`config.mk`:
```
export PLATFORM = sky130hd
export DESIGN_NAME = lp2_dev_flat
export DESIGN_NICKNAME = d
export VERILOG_FILES = /design/src/design/lp2_cmd_pkg.sv /design/src/design/lp2_bus_if.sv /design/src/design/lp2_dev.sv /design/src/flat_wrapper.sv
export SDC_FILE = /design/constraint.sdc
export NUM_CORES = 2
export LEC_CHECK = 0
export BUFFER_PORTS_ARGS = -buffer_cell sky130_fd_sc_hd__clkbuf_2
export CORE_UTILIZATION = 65
export CTS_BUF_LIST = sky130_fd_sc_hd__clkbuf_4
export CTS_CLUSTER_SIZE = 30
export DETAILED_ROUTE_END_ITERATION = 16
export MAX_ROUTING_LAYER = met4
export PLACE_DENSITY = 0.81
export SYNTH_ARGS = -nofsm -noshare
export SYNTH_HDL_FRONTEND = slang
export SYNTH_SLANG_ARGS = --single-unit
```
`constraint.sdc`:
```
create_clock -name i_clk_sys -period 2.98 [get_ports i_clk_sys]
set_clock_uncertainty 0.15 [all_clocks]
set_input_delay 0.596 -clock i_clk_sys [delete_from_list [all_inputs] [get_ports i_clk_sys]]
set_output_delay 0.596 -clock i_clk_sys [all_outputs]
set_load 0.01 [all_outputs]
```
`src/design/lp2_cmd_pkg.sv`:
```
package lp2_cmd_pkg;
    // command/address bus width
    localparam int CA_W = 10;
    // mode register address and data widths
    localparam int MA_W = 8;
    localparam int OP_W = 8;
    // clock rate in MHz, period 8 ns
    localparam int CLK_MHZ = 125;
    // timing figures in ns, counts derived by rounding
    localparam int T_RP_NS   = 18;
    localparam int T_RFC_NS  = 130;
    localparam int T_CKE_NS  = 24;
    localparam int T_REFI_NS = 3900;
    localparam int RP_CYC    = (T_RP_NS * CLK_MHZ + 999) / 1000;
    localparam int RFC_CYC   = (T_RFC_NS * CLK_MHZ + 999) / 1000;
    localparam int CKE_CYC   = (T_CKE_NS * CLK_MHZ + 999) / 1000;
    localparam int REFI_CYC  = (T_REFI_NS * CLK_MHZ) / 1000;
    // command periods in clocks
    localparam int MRR_CYC   = 2;
    localparam int MRW_CYC   = 5;
    localparam int CLKSTP_CYC = 2;
    // posting limit and burst length of a mode register read
    localparam int POST_MAX  = 8;
    localparam int MRR_BL    = 4;
    // latencies in clocks
    localparam int RL_DEF    = 3;
    localparam int WL_DEF    = 1;
    // reset write address
    localparam logic [7:0] MA_RESET = 8'h3F;
    // controller request codes
    typedef enum logic [2:0] {
        REQ_NONE = 3'h0,
        REQ_REF  = 3'h1,
        REQ_MRR  = 3'h2,
        REQ_MRW  = 3'h3,
        REQ_BST  = 3'h4,
        REQ_SREF = 3'h5,
        REQ_PD   = 3'h6,
        REQ_DPD  = 3'h7
    } req_t;
    // decoded command on the device side
    typedef enum logic [3:0] {
        CMD_NOP  = 4'h0,
        CMD_DESL = 4'h1,
        CMD_BST  = 4'h2,
        CMD_REFA = 4'h3,
        CMD_REFB = 4'h4,
        CMD_MRR  = 4'h5,
        CMD_MRW  = 4'h6,
        CMD_OTHR = 4'h7
    } cmd_t;
    // device power states, gray along the usual path
    typedef enum logic [2:0] {
        PS_IDLE = 3'b000,
        PS_PD   = 3'b001,
        PS_SREF = 3'b011,
        PS_DPD  = 3'b010,
        PS_INIT = 3'b110
    } pstate_t;
endpackage : lp2_cmd_pkg

```
`src/design/lp2_bus_if.sv`:
```
`timescale 1ns/10ps
`default_nettype none
interface lp2_bus_if;
    // command/address, one rising and one falling half
    logic [lp2_cmd_pkg::CA_W-1:0] ca_r;
    logic [lp2_cmd_pkg::CA_W-1:0] ca_f;
    logic                         cs_n;
    logic                         cke;
    // controller signals that the clock is halted
    logic                         ck_stop;
    // mode register read data, first beat
    logic [7:0]                   dq;
    logic                         dq_valid;
    modport ctrl (output ca_r, ca_f, cs_n, cke, ck_stop, input dq, dq_valid);
    modport dev  (input ca_r, ca_f, cs_n, cke, ck_stop, output dq, dq_valid);
endinterface : lp2_bus_if
`default_nettype wire

```
`src/design/lp2_dev.sv`:
```
`timescale 1ns/10ps
`default_nettype none
module lp2_dev #(
    parameter int RL = lp2_cmd_pkg::RL_DEF,
    parameter int WL = lp2_cmd_pkg::WL_DEF
) (
    // clock and reset
    input  wire logic       i_clk_sys,
    input  wire logic       i_rst,
    // link to controller
    lp2_bus_if.dev          bus,
    // access burst from the unmodelled read/write path
    input  wire logic       i_acc_start,
    input  wire logic       i_acc_is_rd,
    // status
    output logic [2:0]      o_pstate,
    output logic            o_burst_stop,
    output logic            o_int_ref,
    output logic            o_reinit_req,
    output logic [7:0]      o_mr_addr,
    output logic [7:0]      o_mr_data,
    output logic            o_mr_wr
);
    lp2_cmd_pkg::pstate_t ps;        // power state
    lp2_cmd_pkg::cmd_t    cmd;       // decoded command
    logic                 cke_q;     // cke of the previous cycle
    logic [7:0]           mr [256];  // mode registers
    logic [7:0]           ma;        // address from both edges
    logic [15:0]          acc_age;   // clocks since latest access
    logic                 acc_rd;    // latest access was a read
    logic [7:0]           stop_cnt;  // latency countdown to cut
    logic                 stop_arm;
    logic [7:0]           rd_pipe;   // mode read latency shift
    logic [7:0]           rd_val;    // data held for the beat
    logic [7:0]           sr_cnt;    // self-refresh internal timer
    logic [7:0]           bank_ref;  // internal bank counter
    logic                 ref_busy;  // refresh in progress

    // command decode from the rising half
    always_comb begin
        if (bus.cs_n) begin
            cmd = lp2_cmd_pkg::CMD_DESL;
        end else if (bus.ca_r[2:0] == 3'h7) begin
            cmd = lp2_cmd_pkg::CMD_NOP;
        end else if (bus.ca_r[3:0] == 4'h3) begin
            cmd = lp2_cmd_pkg::CMD_BST;
        end else if (bus.ca_r[2:0] == 3'h4) begin
            cmd = bus.ca_r[3] ? lp2_cmd_pkg::CMD_REFA : lp2_cmd_pkg::CMD_REFB;
        end else if (bus.ca_r[3:0] == 4'h8) begin
            cmd = lp2_cmd_pkg::CMD_MRR;
        end else if (bus.ca_r[3:0] == 4'h0) begin
            cmd = lp2_cmd_pkg::CMD_MRW;
        end else begin
            cmd = lp2_cmd_pkg::CMD_OTHR;
        end
    end
    // mode register address: falling CA1..0 then rising CA9..4
    assign ma = {bus.ca_f[1:0], bus.ca_r[9:4]};

    // previous cke
    always_ff @(posedge i_clk_sys or posedge i_rst) begin
        if (i_rst) begin
            cke_q <= 1'b0;
        end else begin
            cke_q <= bus.cke;
        end
    end

    // power state; only cke is looked at in power-down, self-refresh and deep power-down
    always_ff @(posedge i_clk_sys or posedge i_rst) begin
        if (i_rst) begin
            ps <= lp2_cmd_pkg::PS_IDLE;
        end else begin
            unique case (ps)
                lp2_cmd_pkg::PS_IDLE: begin
                    if (cke_q && !bus.cke) begin
                        if (bus.cs_n) begin
                            ps <= lp2_cmd_pkg::PS_PD;
                        end else if (bus.ca_r[2:0] == 3'h4) begin
                            ps <= lp2_cmd_pkg::PS_SREF;
                        end else if (bus.ca_r[2:0] == 3'h3) begin
                            ps <= lp2_cmd_pkg::PS_DPD;
                        end
                    end else if (bus.cke && cmd == lp2_cmd_pkg::CMD_MRW && ma == lp2_cmd_pkg::MA_RESET) begin
                        ps <= lp2_cmd_pkg::PS_INIT;
                    end
                end
                // exit as soon as cke is high; the command on the bus is not looked at
                lp2_cmd_pkg::PS_PD: if (bus.cke) ps <= lp2_cmd_pkg::PS_IDLE;
                lp2_cmd_pkg::PS_SREF: if (bus.cke) ps <= lp2_cmd_pkg::PS_IDLE;
                // contents lost, init needed on exit
                lp2_cmd_pkg::PS_DPD: if (bus.cke) ps <= lp2_cmd_pkg::PS_INIT;
                // init leaves to idle on the first nop; deselect or any other command keeps it
                lp2_cmd_pkg::PS_INIT: if (cmd == lp2_cmd_pkg::CMD_NOP) ps <= lp2_cmd_pkg::PS_IDLE;
                default: ps <= lp2_cmd_pkg::PS_IDLE;
            endcase
        end
    end
    assign o_pstate = ps;
    assign o_reinit_req = (ps == lp2_cmd_pkg::PS_INIT);

    // latest access age; bst only needs it non-zero
    always_ff @(posedge i_clk_sys or posedge i_rst) begin
        if (i_rst) begin
            acc_age <= '0;
            acc_rd  <= 1'b0;
        end else if (i_acc_start) begin
            acc_age <= 16'h0001;
            acc_rd  <= i_acc_is_rd;
        end else if (acc_age != '0 && acc_age != 16'hFFFF) begin
            acc_age <= acc_age + 16'h0001;
        end
    end

    // terminate: cut after rl or wl; nop/deselect leave it running
    always_ff @(posedge i_clk_sys or posedge i_rst) begin
        if (i_rst) begin
            stop_cnt <= '0;
            stop_arm <= 1'b0;
        end else if (ps == lp2_cmd_pkg::PS_IDLE && bus.cke && cmd == lp2_cmd_pkg::CMD_BST && acc_age != '0) begin
            stop_cnt <= acc_rd ? 8'(RL) : 8'(WL);
            stop_arm <= 1'b1;
        end else if (stop_cnt > 8'h01) begin
            stop_cnt <= stop_cnt - 8'h01;
        end else begin
            stop_arm <= 1'b0;
            stop_cnt <= '0;
        end
    end
    assign o_burst_stop = stop_arm && stop_cnt == 8'h01;

    // mode register write, any mode register including reset
    always_ff @(posedge i_clk_sys) begin
        if (bus.cke && ps != lp2_cmd_pkg::PS_SREF && cmd == lp2_cmd_pkg::CMD_MRW) begin
            mr[ma] <= {1'b0, bus.ca_f[9:3]};
        end
    end
    always_ff @(posedge i_clk_sys or posedge i_rst) begin
        if (i_rst) begin
            o_mr_addr <= '0;
            o_mr_data <= '0;
            o_mr_wr   <= 1'b0;
        end else begin
            o_mr_wr <= bus.cke && ps != lp2_cmd_pkg::PS_SREF && cmd == lp2_cmd_pkg::CMD_MRW;
            o_mr_addr <= ma;
            o_mr_data <= {1'b0, bus.ca_f[9:3]};
        end
    end

    // mode read: value appears RL clocks on, first beat only
    always_ff @(posedge i_clk_sys or posedge i_rst) begin
        if (i_rst) begin
            rd_pipe <= '0;
            rd_val  <= '0;
        end else begin
            rd_pipe <= {rd_pipe[6:0], (ps == lp2_cmd_pkg::PS_IDLE && bus.cke && cmd == lp2_cmd_pkg::CMD_MRR)};
            if (ps == lp2_cmd_pkg::PS_IDLE && bus.cke && cmd == lp2_cmd_pkg::CMD_MRR) begin
                rd_val <= mr[ma];
            end
        end
    end
    assign bus.dq_valid = rd_pipe[RL-1];
    assign bus.dq       = rd_pipe[RL-1] ? rd_val : 8'h00;

    // refresh engine and self-refresh timer
    always_ff @(posedge i_clk_sys or posedge i_rst) begin
        if (i_rst) begin
            sr_cnt   <= '0;
            bank_ref <= '0;
            ref_busy <= 1'b0;
        end else begin
            if (ps == lp2_cmd_pkg::PS_SREF) begin
                // first internal refresh well inside tCKE
                sr_cnt <= (sr_cnt >= 8'(lp2_cmd_pkg::REFI_CYC % 256)) ? 8'h00 : sr_cnt + 8'h01;
            end else begin
                sr_cnt <= '0;
            end
            if ((ps == lp2_cmd_pkg::PS_IDLE && bus.cke && cmd == lp2_cmd_pkg::CMD_REFA)
                || (ps == lp2_cmd_pkg::PS_SREF && sr_cnt == 8'h00)) begin
                ref_busy <= 1'b1;
                bank_ref <= 8'h00;
            end else if (ref_busy) begin
                bank_ref <= bank_ref + 8'h01;
                ref_busy <= (bank_ref != 8'h07);
            end
        end
    end
    assign o_int_ref = ref_busy;
endmodule : lp2_dev
`default_nettype wire

```
`src/flat_wrapper.sv`:
```
// flat-port wrapper written by rule: the top's interface ports become plain ports
module lp2_dev_flat 
#(
    parameter int RL = lp2_cmd_pkg::RL_DEF,
    parameter int WL = lp2_cmd_pkg::WL_DEF
)
  (i_clk_sys, i_rst, i_acc_start, i_acc_is_rd, o_pstate, o_burst_stop, o_int_ref, o_reinit_req, o_mr_addr, o_mr_data, o_mr_wr, bus_ca_r, bus_ca_f, bus_cs_n, bus_cke, bus_ck_stop, bus_dq, bus_dq_valid);
  lp2_bus_if bus_i ();
  input  wire logic i_clk_sys;
  input  wire logic i_rst;
  input  wire logic i_acc_start;
  input  wire logic i_acc_is_rd;
  output logic [2:0] o_pstate;
  output logic o_burst_stop;
  output logic o_int_ref;
  output logic o_reinit_req;
  output logic [7:0] o_mr_addr;
  output logic [7:0] o_mr_data;
  output logic o_mr_wr;
  input wire logic [$bits(bus_i.ca_r)-1:0] bus_ca_r;
  input wire logic [$bits(bus_i.ca_f)-1:0] bus_ca_f;
  input wire logic [$bits(bus_i.cs_n)-1:0] bus_cs_n;
  input wire logic [$bits(bus_i.cke)-1:0] bus_cke;
  input wire logic [$bits(bus_i.ck_stop)-1:0] bus_ck_stop;
  output wire logic [$bits(bus_i.dq)-1:0] bus_dq;
  output wire logic [$bits(bus_i.dq_valid)-1:0] bus_dq_valid;
  assign bus_i.ca_r = bus_ca_r;
  assign bus_i.ca_f = bus_ca_f;
  assign bus_i.cs_n = bus_cs_n;
  assign bus_i.cke = bus_cke;
  assign bus_i.ck_stop = bus_ck_stop;
  assign bus_dq = bus_i.dq;
  assign bus_dq_valid = bus_i.dq_valid;
  lp2_dev #(.RL(RL), .WL(WL)) u_core (.i_clk_sys(i_clk_sys), .i_rst(i_rst), .bus(bus_i), .i_acc_start(i_acc_start), .i_acc_is_rd(i_acc_is_rd), .o_pstate(o_pstate), .o_burst_stop(o_burst_stop), .o_int_ref(o_int_ref), .o_reinit_req(o_reinit_req), .o_mr_addr(o_mr_addr), .o_mr_data(o_mr_data), .o_mr_wr(o_mr_wr));
endmodule
```
* Yosys cells after proc, flatten, opt, wreduce, memory -nomap -nowiden
Memories as Yosys holds them, arrays and structs flattened. A register that Yosys moved wholly into a read port is not among the register bits.
Cells that the tools add are included.
** Word-level totals
- Flip-flop bits (word level) :: 74
- RAM bits :: 1792
- Output and inout bits :: 32
- Word-level logic and storage cells :: 101
- Memories kept :: 1
** Memories
- u_core.mr :: depth 256, bits a word 7, rd ports 1, clocked after memory_dff 1, write ports 1, line lp2_dev.sv:27 : logic [7:0] mr [256];
** Cells by class
- Add/sub/neg operators :: 4
- Magnitude comparators :: 2
- Equality and inequality tests :: 24
- Multiplexer cells :: 32
- Reductions and logical operators :: 24
** Operators with widths (number)
- 8-bit 2-to-1 mux :: 7
- 16-bit 2-to-1 mux :: 2
- 3-bit 2-to-1 mux :: 9
- 4-bit 2-to-1 mux :: 5
- 16-bit by 1-bit adder with 16-bit output, second input constant :: 1
- 8-bit by 1-bit adder with 8-bit output, second input constant :: 2
- 16-bit != test, second input constant :: 1
- 16-bit nonzero test :: 1
- 1-bit logical AND :: 13
- 4-bit by 2-bit equality test with 1-bit output, second input constant :: 3
- 3-bit one-hot mux with 4 select lines :: 1
- 3-bit by 2-bit equality test with 1-bit output, second input constant :: 3
- 3-bit equality test, second input constant :: 3
- 4-bit by 3-bit equality test with 1-bit output, second input constant :: 2
- 8-bit by 1-bit equality test with 1-bit output, second input constant :: 1
- 8-bit by 6-bit equality test with 1-bit output, second input constant :: 1
- 8-bit >= comparator, second input constant :: 1
- 8-bit by 1-bit greater-than comparator with 1-bit output, second input constant :: 1
- 4-bit logical NOT :: 2
- 8-bit logical NOT :: 1
- 8-bit by 3-bit != test with 1-bit output, second input constant :: 1
- 8-bit by 1-bit subtractor with 8-bit output, second input constant :: 1
- 1-bit 2-to-1 mux :: 7
- 2-bit by 1-bit != test with 1-bit output, second input constant :: 3
- other kinds (13) :: 14

* Depth between registers and ports, before layout
- Depth after elaboration :: 13
- Mapped depth :: 14

* Worst setup path after synthesis
OpenSTA, ideal clock, no wires.
- Kind :: input -> register
- Start :: in bus_ca_r[4]
- End :: mem u_core.mr[221][0] in the netlist's numbering, enable pin
- Data arrival time :: 2833 ps
- Data required time :: 2470 ps
- Slack :: -363 ps
- Stages :: 11
- Path through :: buf_6 > buf_8 > buf_6 > buf_4 > buf_4 > inv_1 > buf_2 > nor3_1 > nand3_1 > buf_2 > nor2_1
** RTL lines
- from (decl) :: line flat_wrapper.sv:20 : input wire logic [$bits(bus_i.ca_r)-1:0] bus_ca_r;
- to (decl) :: line lp2_dev.sv:27
Straight into the memory's write port.

* Worst setup path in the final report
- Start :: reg u_core.stop_cnt[5]
- End :: out o_burst_stop
** Between the ends
- Longest elaborated chain between the ends :: 2
** RTL lines
- from (decl) :: line lp2_dev.sv:31 : logic [7:0] stop_cnt;
- from (signal assigned) :: line lp2_dev.sv:121 : stop_cnt <= acc_rd ? 8'(RL) : 8'(WL);
- from (signal assigned) :: line lp2_dev.sv:124 : stop_cnt <= stop_cnt - 8'h01;
- 8-bit by 1-bit equality test with 1-bit output :: line lp2_dev.sv:130 : assign o_burst_stop = stop_arm && stop_cnt == 8'h01;
- 1-bit logical AND :: line lp2_dev.sv:130
- to (decl) :: line flat_wrapper.sv:14 : output logic o_burst_stop;
Every way passes these cells.

==> impl_metrics.toml <==
[placed_design]
dp_slack_ns = -1.212
dp_hpwl_um = 127900
io_buffers = 54
numPlacedInstances = 5617
routabilityCongestion = 0.9726

[die]
row_count = 122
initial_core_util_pct = 65.82
die_h_um = 337.5
die_w_um = 337.5
io_pins = 59
coreArea_mm2 = 0.1111
die_area_mm2 = 0.1139

[pwr]
power_frac_comb_pct = 7.1
powerDensity_mw_per_mm2 = 608.6
seqPwrFrac_pct = 54.6
p_switching_uw = 12570
p_leak_uw = 0.02962
power_frac_clock_pct = 38.3
irDropWorstVdd_v = 0.0005008
switching_share_pct = 23.53
intPower_uw = 40840

[grt]
use_met2_pct = 55.33
grt.overflow.total = 0
use_met1_pct = 47.74
track_usage_pct = 37.43
grt_use_met3_pct = 10.46
antenna_found_initial = 4
gr-max-usage-layer = "met2"
grt_pass1_vias = 43850
grt_pass1_wl_um = 290300
grt_max_degree = 98

[worst_hold_path]
min_from = "i_acc_start"
min_path_type = "in2reg"
hold_end = "u_core.acc_age[11]"
holdPathStages = 3

[synth]
yosys_warnings = 0
synth_area_mm2 = 0.07314
synth_cells = 3638
synth_flop_cell = "edfxtp_1"
yosysUniqueCellTypes = 73
syn_avg_cell_area_um2 = 20.11
yosysSeqAreaShare_pct = 76.07
synth_edf_count = 1792
async_flop_share_pct = 3.914
ys_ff_latch = 1865

[layout]
regArea_mm2 = 0.05565
final_common_cell = "edfxtp_1"
final_nets = 4662
multi_input_area_mm2 = 0.01748
final_layout_size_suffix_gt1_share_pct = 41.02
syn_to_final_growth_pct = 19.98
nFillCells = 5287
final_util_pct = 78.97
layout_common_cells = "1792 x edfxtp_1, 640 x clkbuf_4, 544 x buf_4"
instances_no_fill = 6451

[timing]
hold_violations = 0
fin_tns_setup_ns = -0.1617
finalWorstSetupSlack_ns = -0.1361
timing.fmax_mhz = 320.9
post-route-period-util_pct = 104.6
slew_viol_final = 0
setup_viol = 3
rsz0062_at_grt = "yes"
whs_ns = 0.1136
period_needed_ns = 3.116
worstMarginPinSlew_ns = 0.8231
relSlewSlack_pct = 45.07

[clock_tree]
htree_num_levels = 5
cts_sinks = 1865
cts_tree = "built"
clk_latency_ns = 1.33
path_clk_slew_ns = 0.07
cts_root_buf = "clkbuf_4"
cts_buffers = 450
clk_path_buf_depth = 4

[critical_path]
critPathLaunchType = "flop"
cp_data_required_time_ns = 2.23
rrSetupSlack_ns = 0.09
rr_worst_depth = 9
arrival_ns = 2.37
critPathKind = "reg2out"
path_buf_inv = 1
cp_cell_sequence = "nor4_4 > and4_1 > clkbuf_8"
worst-path-stages = 3
cp-end-kind = "output port"
timing.rr.end = "u_core.rd_val[0]"
cp_slowest_cell = "dfrtp_2"
slowest_delay_ns = 0.44
r2r_start = "u_core.o_pstate[2]"
crit_family = "simple AND/OR/NAND/NOR gates"
path_max_fanout = 4

[routing]
drc_errors = 0
drtIter0Drc = 6556
wl_um = 202800
wl_per_cell_um = 31.44
ant_nets = 0
vias = 43530
viasPerCell = 6.748
first_pass_iters = 8

[status]
status = "complete, but fails checks"
violations = "setup timing"

[flow_run]
cap_violations = 0
==> what timing repair did <==
| item | in CTS | in global routing |
|---|---|---|
| pin swaps | 2 | 2 |
| endpoints found under the hold margin | 1734 | 0 |
| gates resized for setup | 19 | 21 |
| buffers inserted | 4 | 4 |
| hold buffers | 39 | 0 |
| setup endpoints to repair | 11 | 10 |
==> per-stage QoR <==
step           instance area (µm²)  power, µW
2_1_floorplan                74260      31470
3_3_place_gp                 81620      33130
3_5_place_dp                 81620      33260
4_1_cts                      87610      53390
5_1_grt                      87750      55000
6_report                     87750      53410
==> cells in the mapped netlist, types with 14 or more instances <==
master | instances | area [µm²]
nor3_1 | 24 | 120.1
edfxtp_1 | 1792 | 53810
mux2i_1 | 134 | 1341
buf_2 | 84 | 420.4
a31oi_1 | 14 | 87.58
clkbuf_1 | 76 | 285.3
nand3_1 | 42 | 210.2
a22oi_1 | 31 | 232.7
nor2b_1 | 23 | 143.9
nand4_1 | 26 | 162.7
buf_1 | 15 | 56.30
nand2_1 | 128 | 480.5
a21oi_1 | 46 | 230.2
dfrtp_1 | 73 | 1827
nor2_1 | 345 | 1295
inv_1 | 19 | 71.32
o21ai_0 | 27 | 135.1
a211oi_1 | 14 | 105.1
o22ai_1 | 23 | 143.9
buf_4 | 29 | 217.7
mux4_2 | 432 | 9729
mux2_2 | 18 | 202.7
==> flip-flops by register name, summed over array words and instances (netlist names) <==
| signal | flops |
|---|---|
| u_core.acc_age | 16 |
| u_core.acc_rd | 1 |
| u_core.bank_ref | 8 |
| u_core.cke_q | 1 |
| u_core.mr | 1792 |
| u_core.o_int_ref | 1 |
| u_core.o_mr_addr | 8 |
| u_core.o_mr_data | 7 |
| u_core.o_mr_wr | 1 |
| u_core.o_pstate | 3 |
| u_core.rd_pipe | 3 |
| u_core.rd_val | 7 |
| u_core.sr_cnt | 8 |
| u_core.stop_arm | 1 |
| u_core.stop_cnt | 8 |
==> worst max path at each step <==
stage | from | end | slack [ns]
final | u_core.stop_cnt[5] | o_burst_stop | -0.14
after global routing | u_core.stop_cnt[5] | o_burst_stop | -0.26
after CTS | u_core.stop_cnt[4] | o_burst_stop | -0.25
after detailed placement | bus_ca_r[5] | u_core.rd_val[6] | -1.21
after global placement | bus_ca_r[5] | u_core.rd_val[6] | -1.15
after floorplan | bus_ca_r[4] | u_core.mr[199][0] | -0.09
==> kinds of logic after synthesis <==
| group | after synthesis | synth area share, % |
|---|---|---|
| xor gates and xnor gates | 26 | 0.3113 |
| muxes | 584 | 15.41 |
| DFF | 1865 | 76.07 |
| adders and majority gates | 7 | 0.1197 |
| and+or+nand+nor | 669 | 4.066 |
| AOI/OAI and AO/OA | 251 | 2.419 |
| other | 1 | 0.005127 |
| buffers and inverters | 235 | 1.598 |
==> power by group through the flow <==
stage                     Sequential (µW)  Clock, µW  Combinational, µW
after floorplan                     29600          0               1840
after global placement              29700          0               3440
after detailed placement            29700          0               3550
after CTS                           29100      20600               3660
after global routing                29200      21900               3950
final                               29200      20500               3770
==> worst min-delay path: stages <==
cell and delay [ns]:
dlygate4sd3_1 0.52, clkbuf_2 0.34, a21oi_1 0.07
==> area by class of cell <==
cell class	count	area share, %
sequential	1865	63.41
multi-input combinational	1539	19.92
timing repair buffer	751	8.137
clock buffer	640	5.475
tap	1488	2.122
clock inverter	135	0.8113
inverter	21	0.09125
antenna	12	0.03422
==> per-layer routing <==
metal  part of all wire (%)  routed length (µm)
met5                      0                   0
met4                    6.0               12200
met3                     14               28270
met2                     47               95120
met1                     33               67250
(Power assumes the default switching activity.)
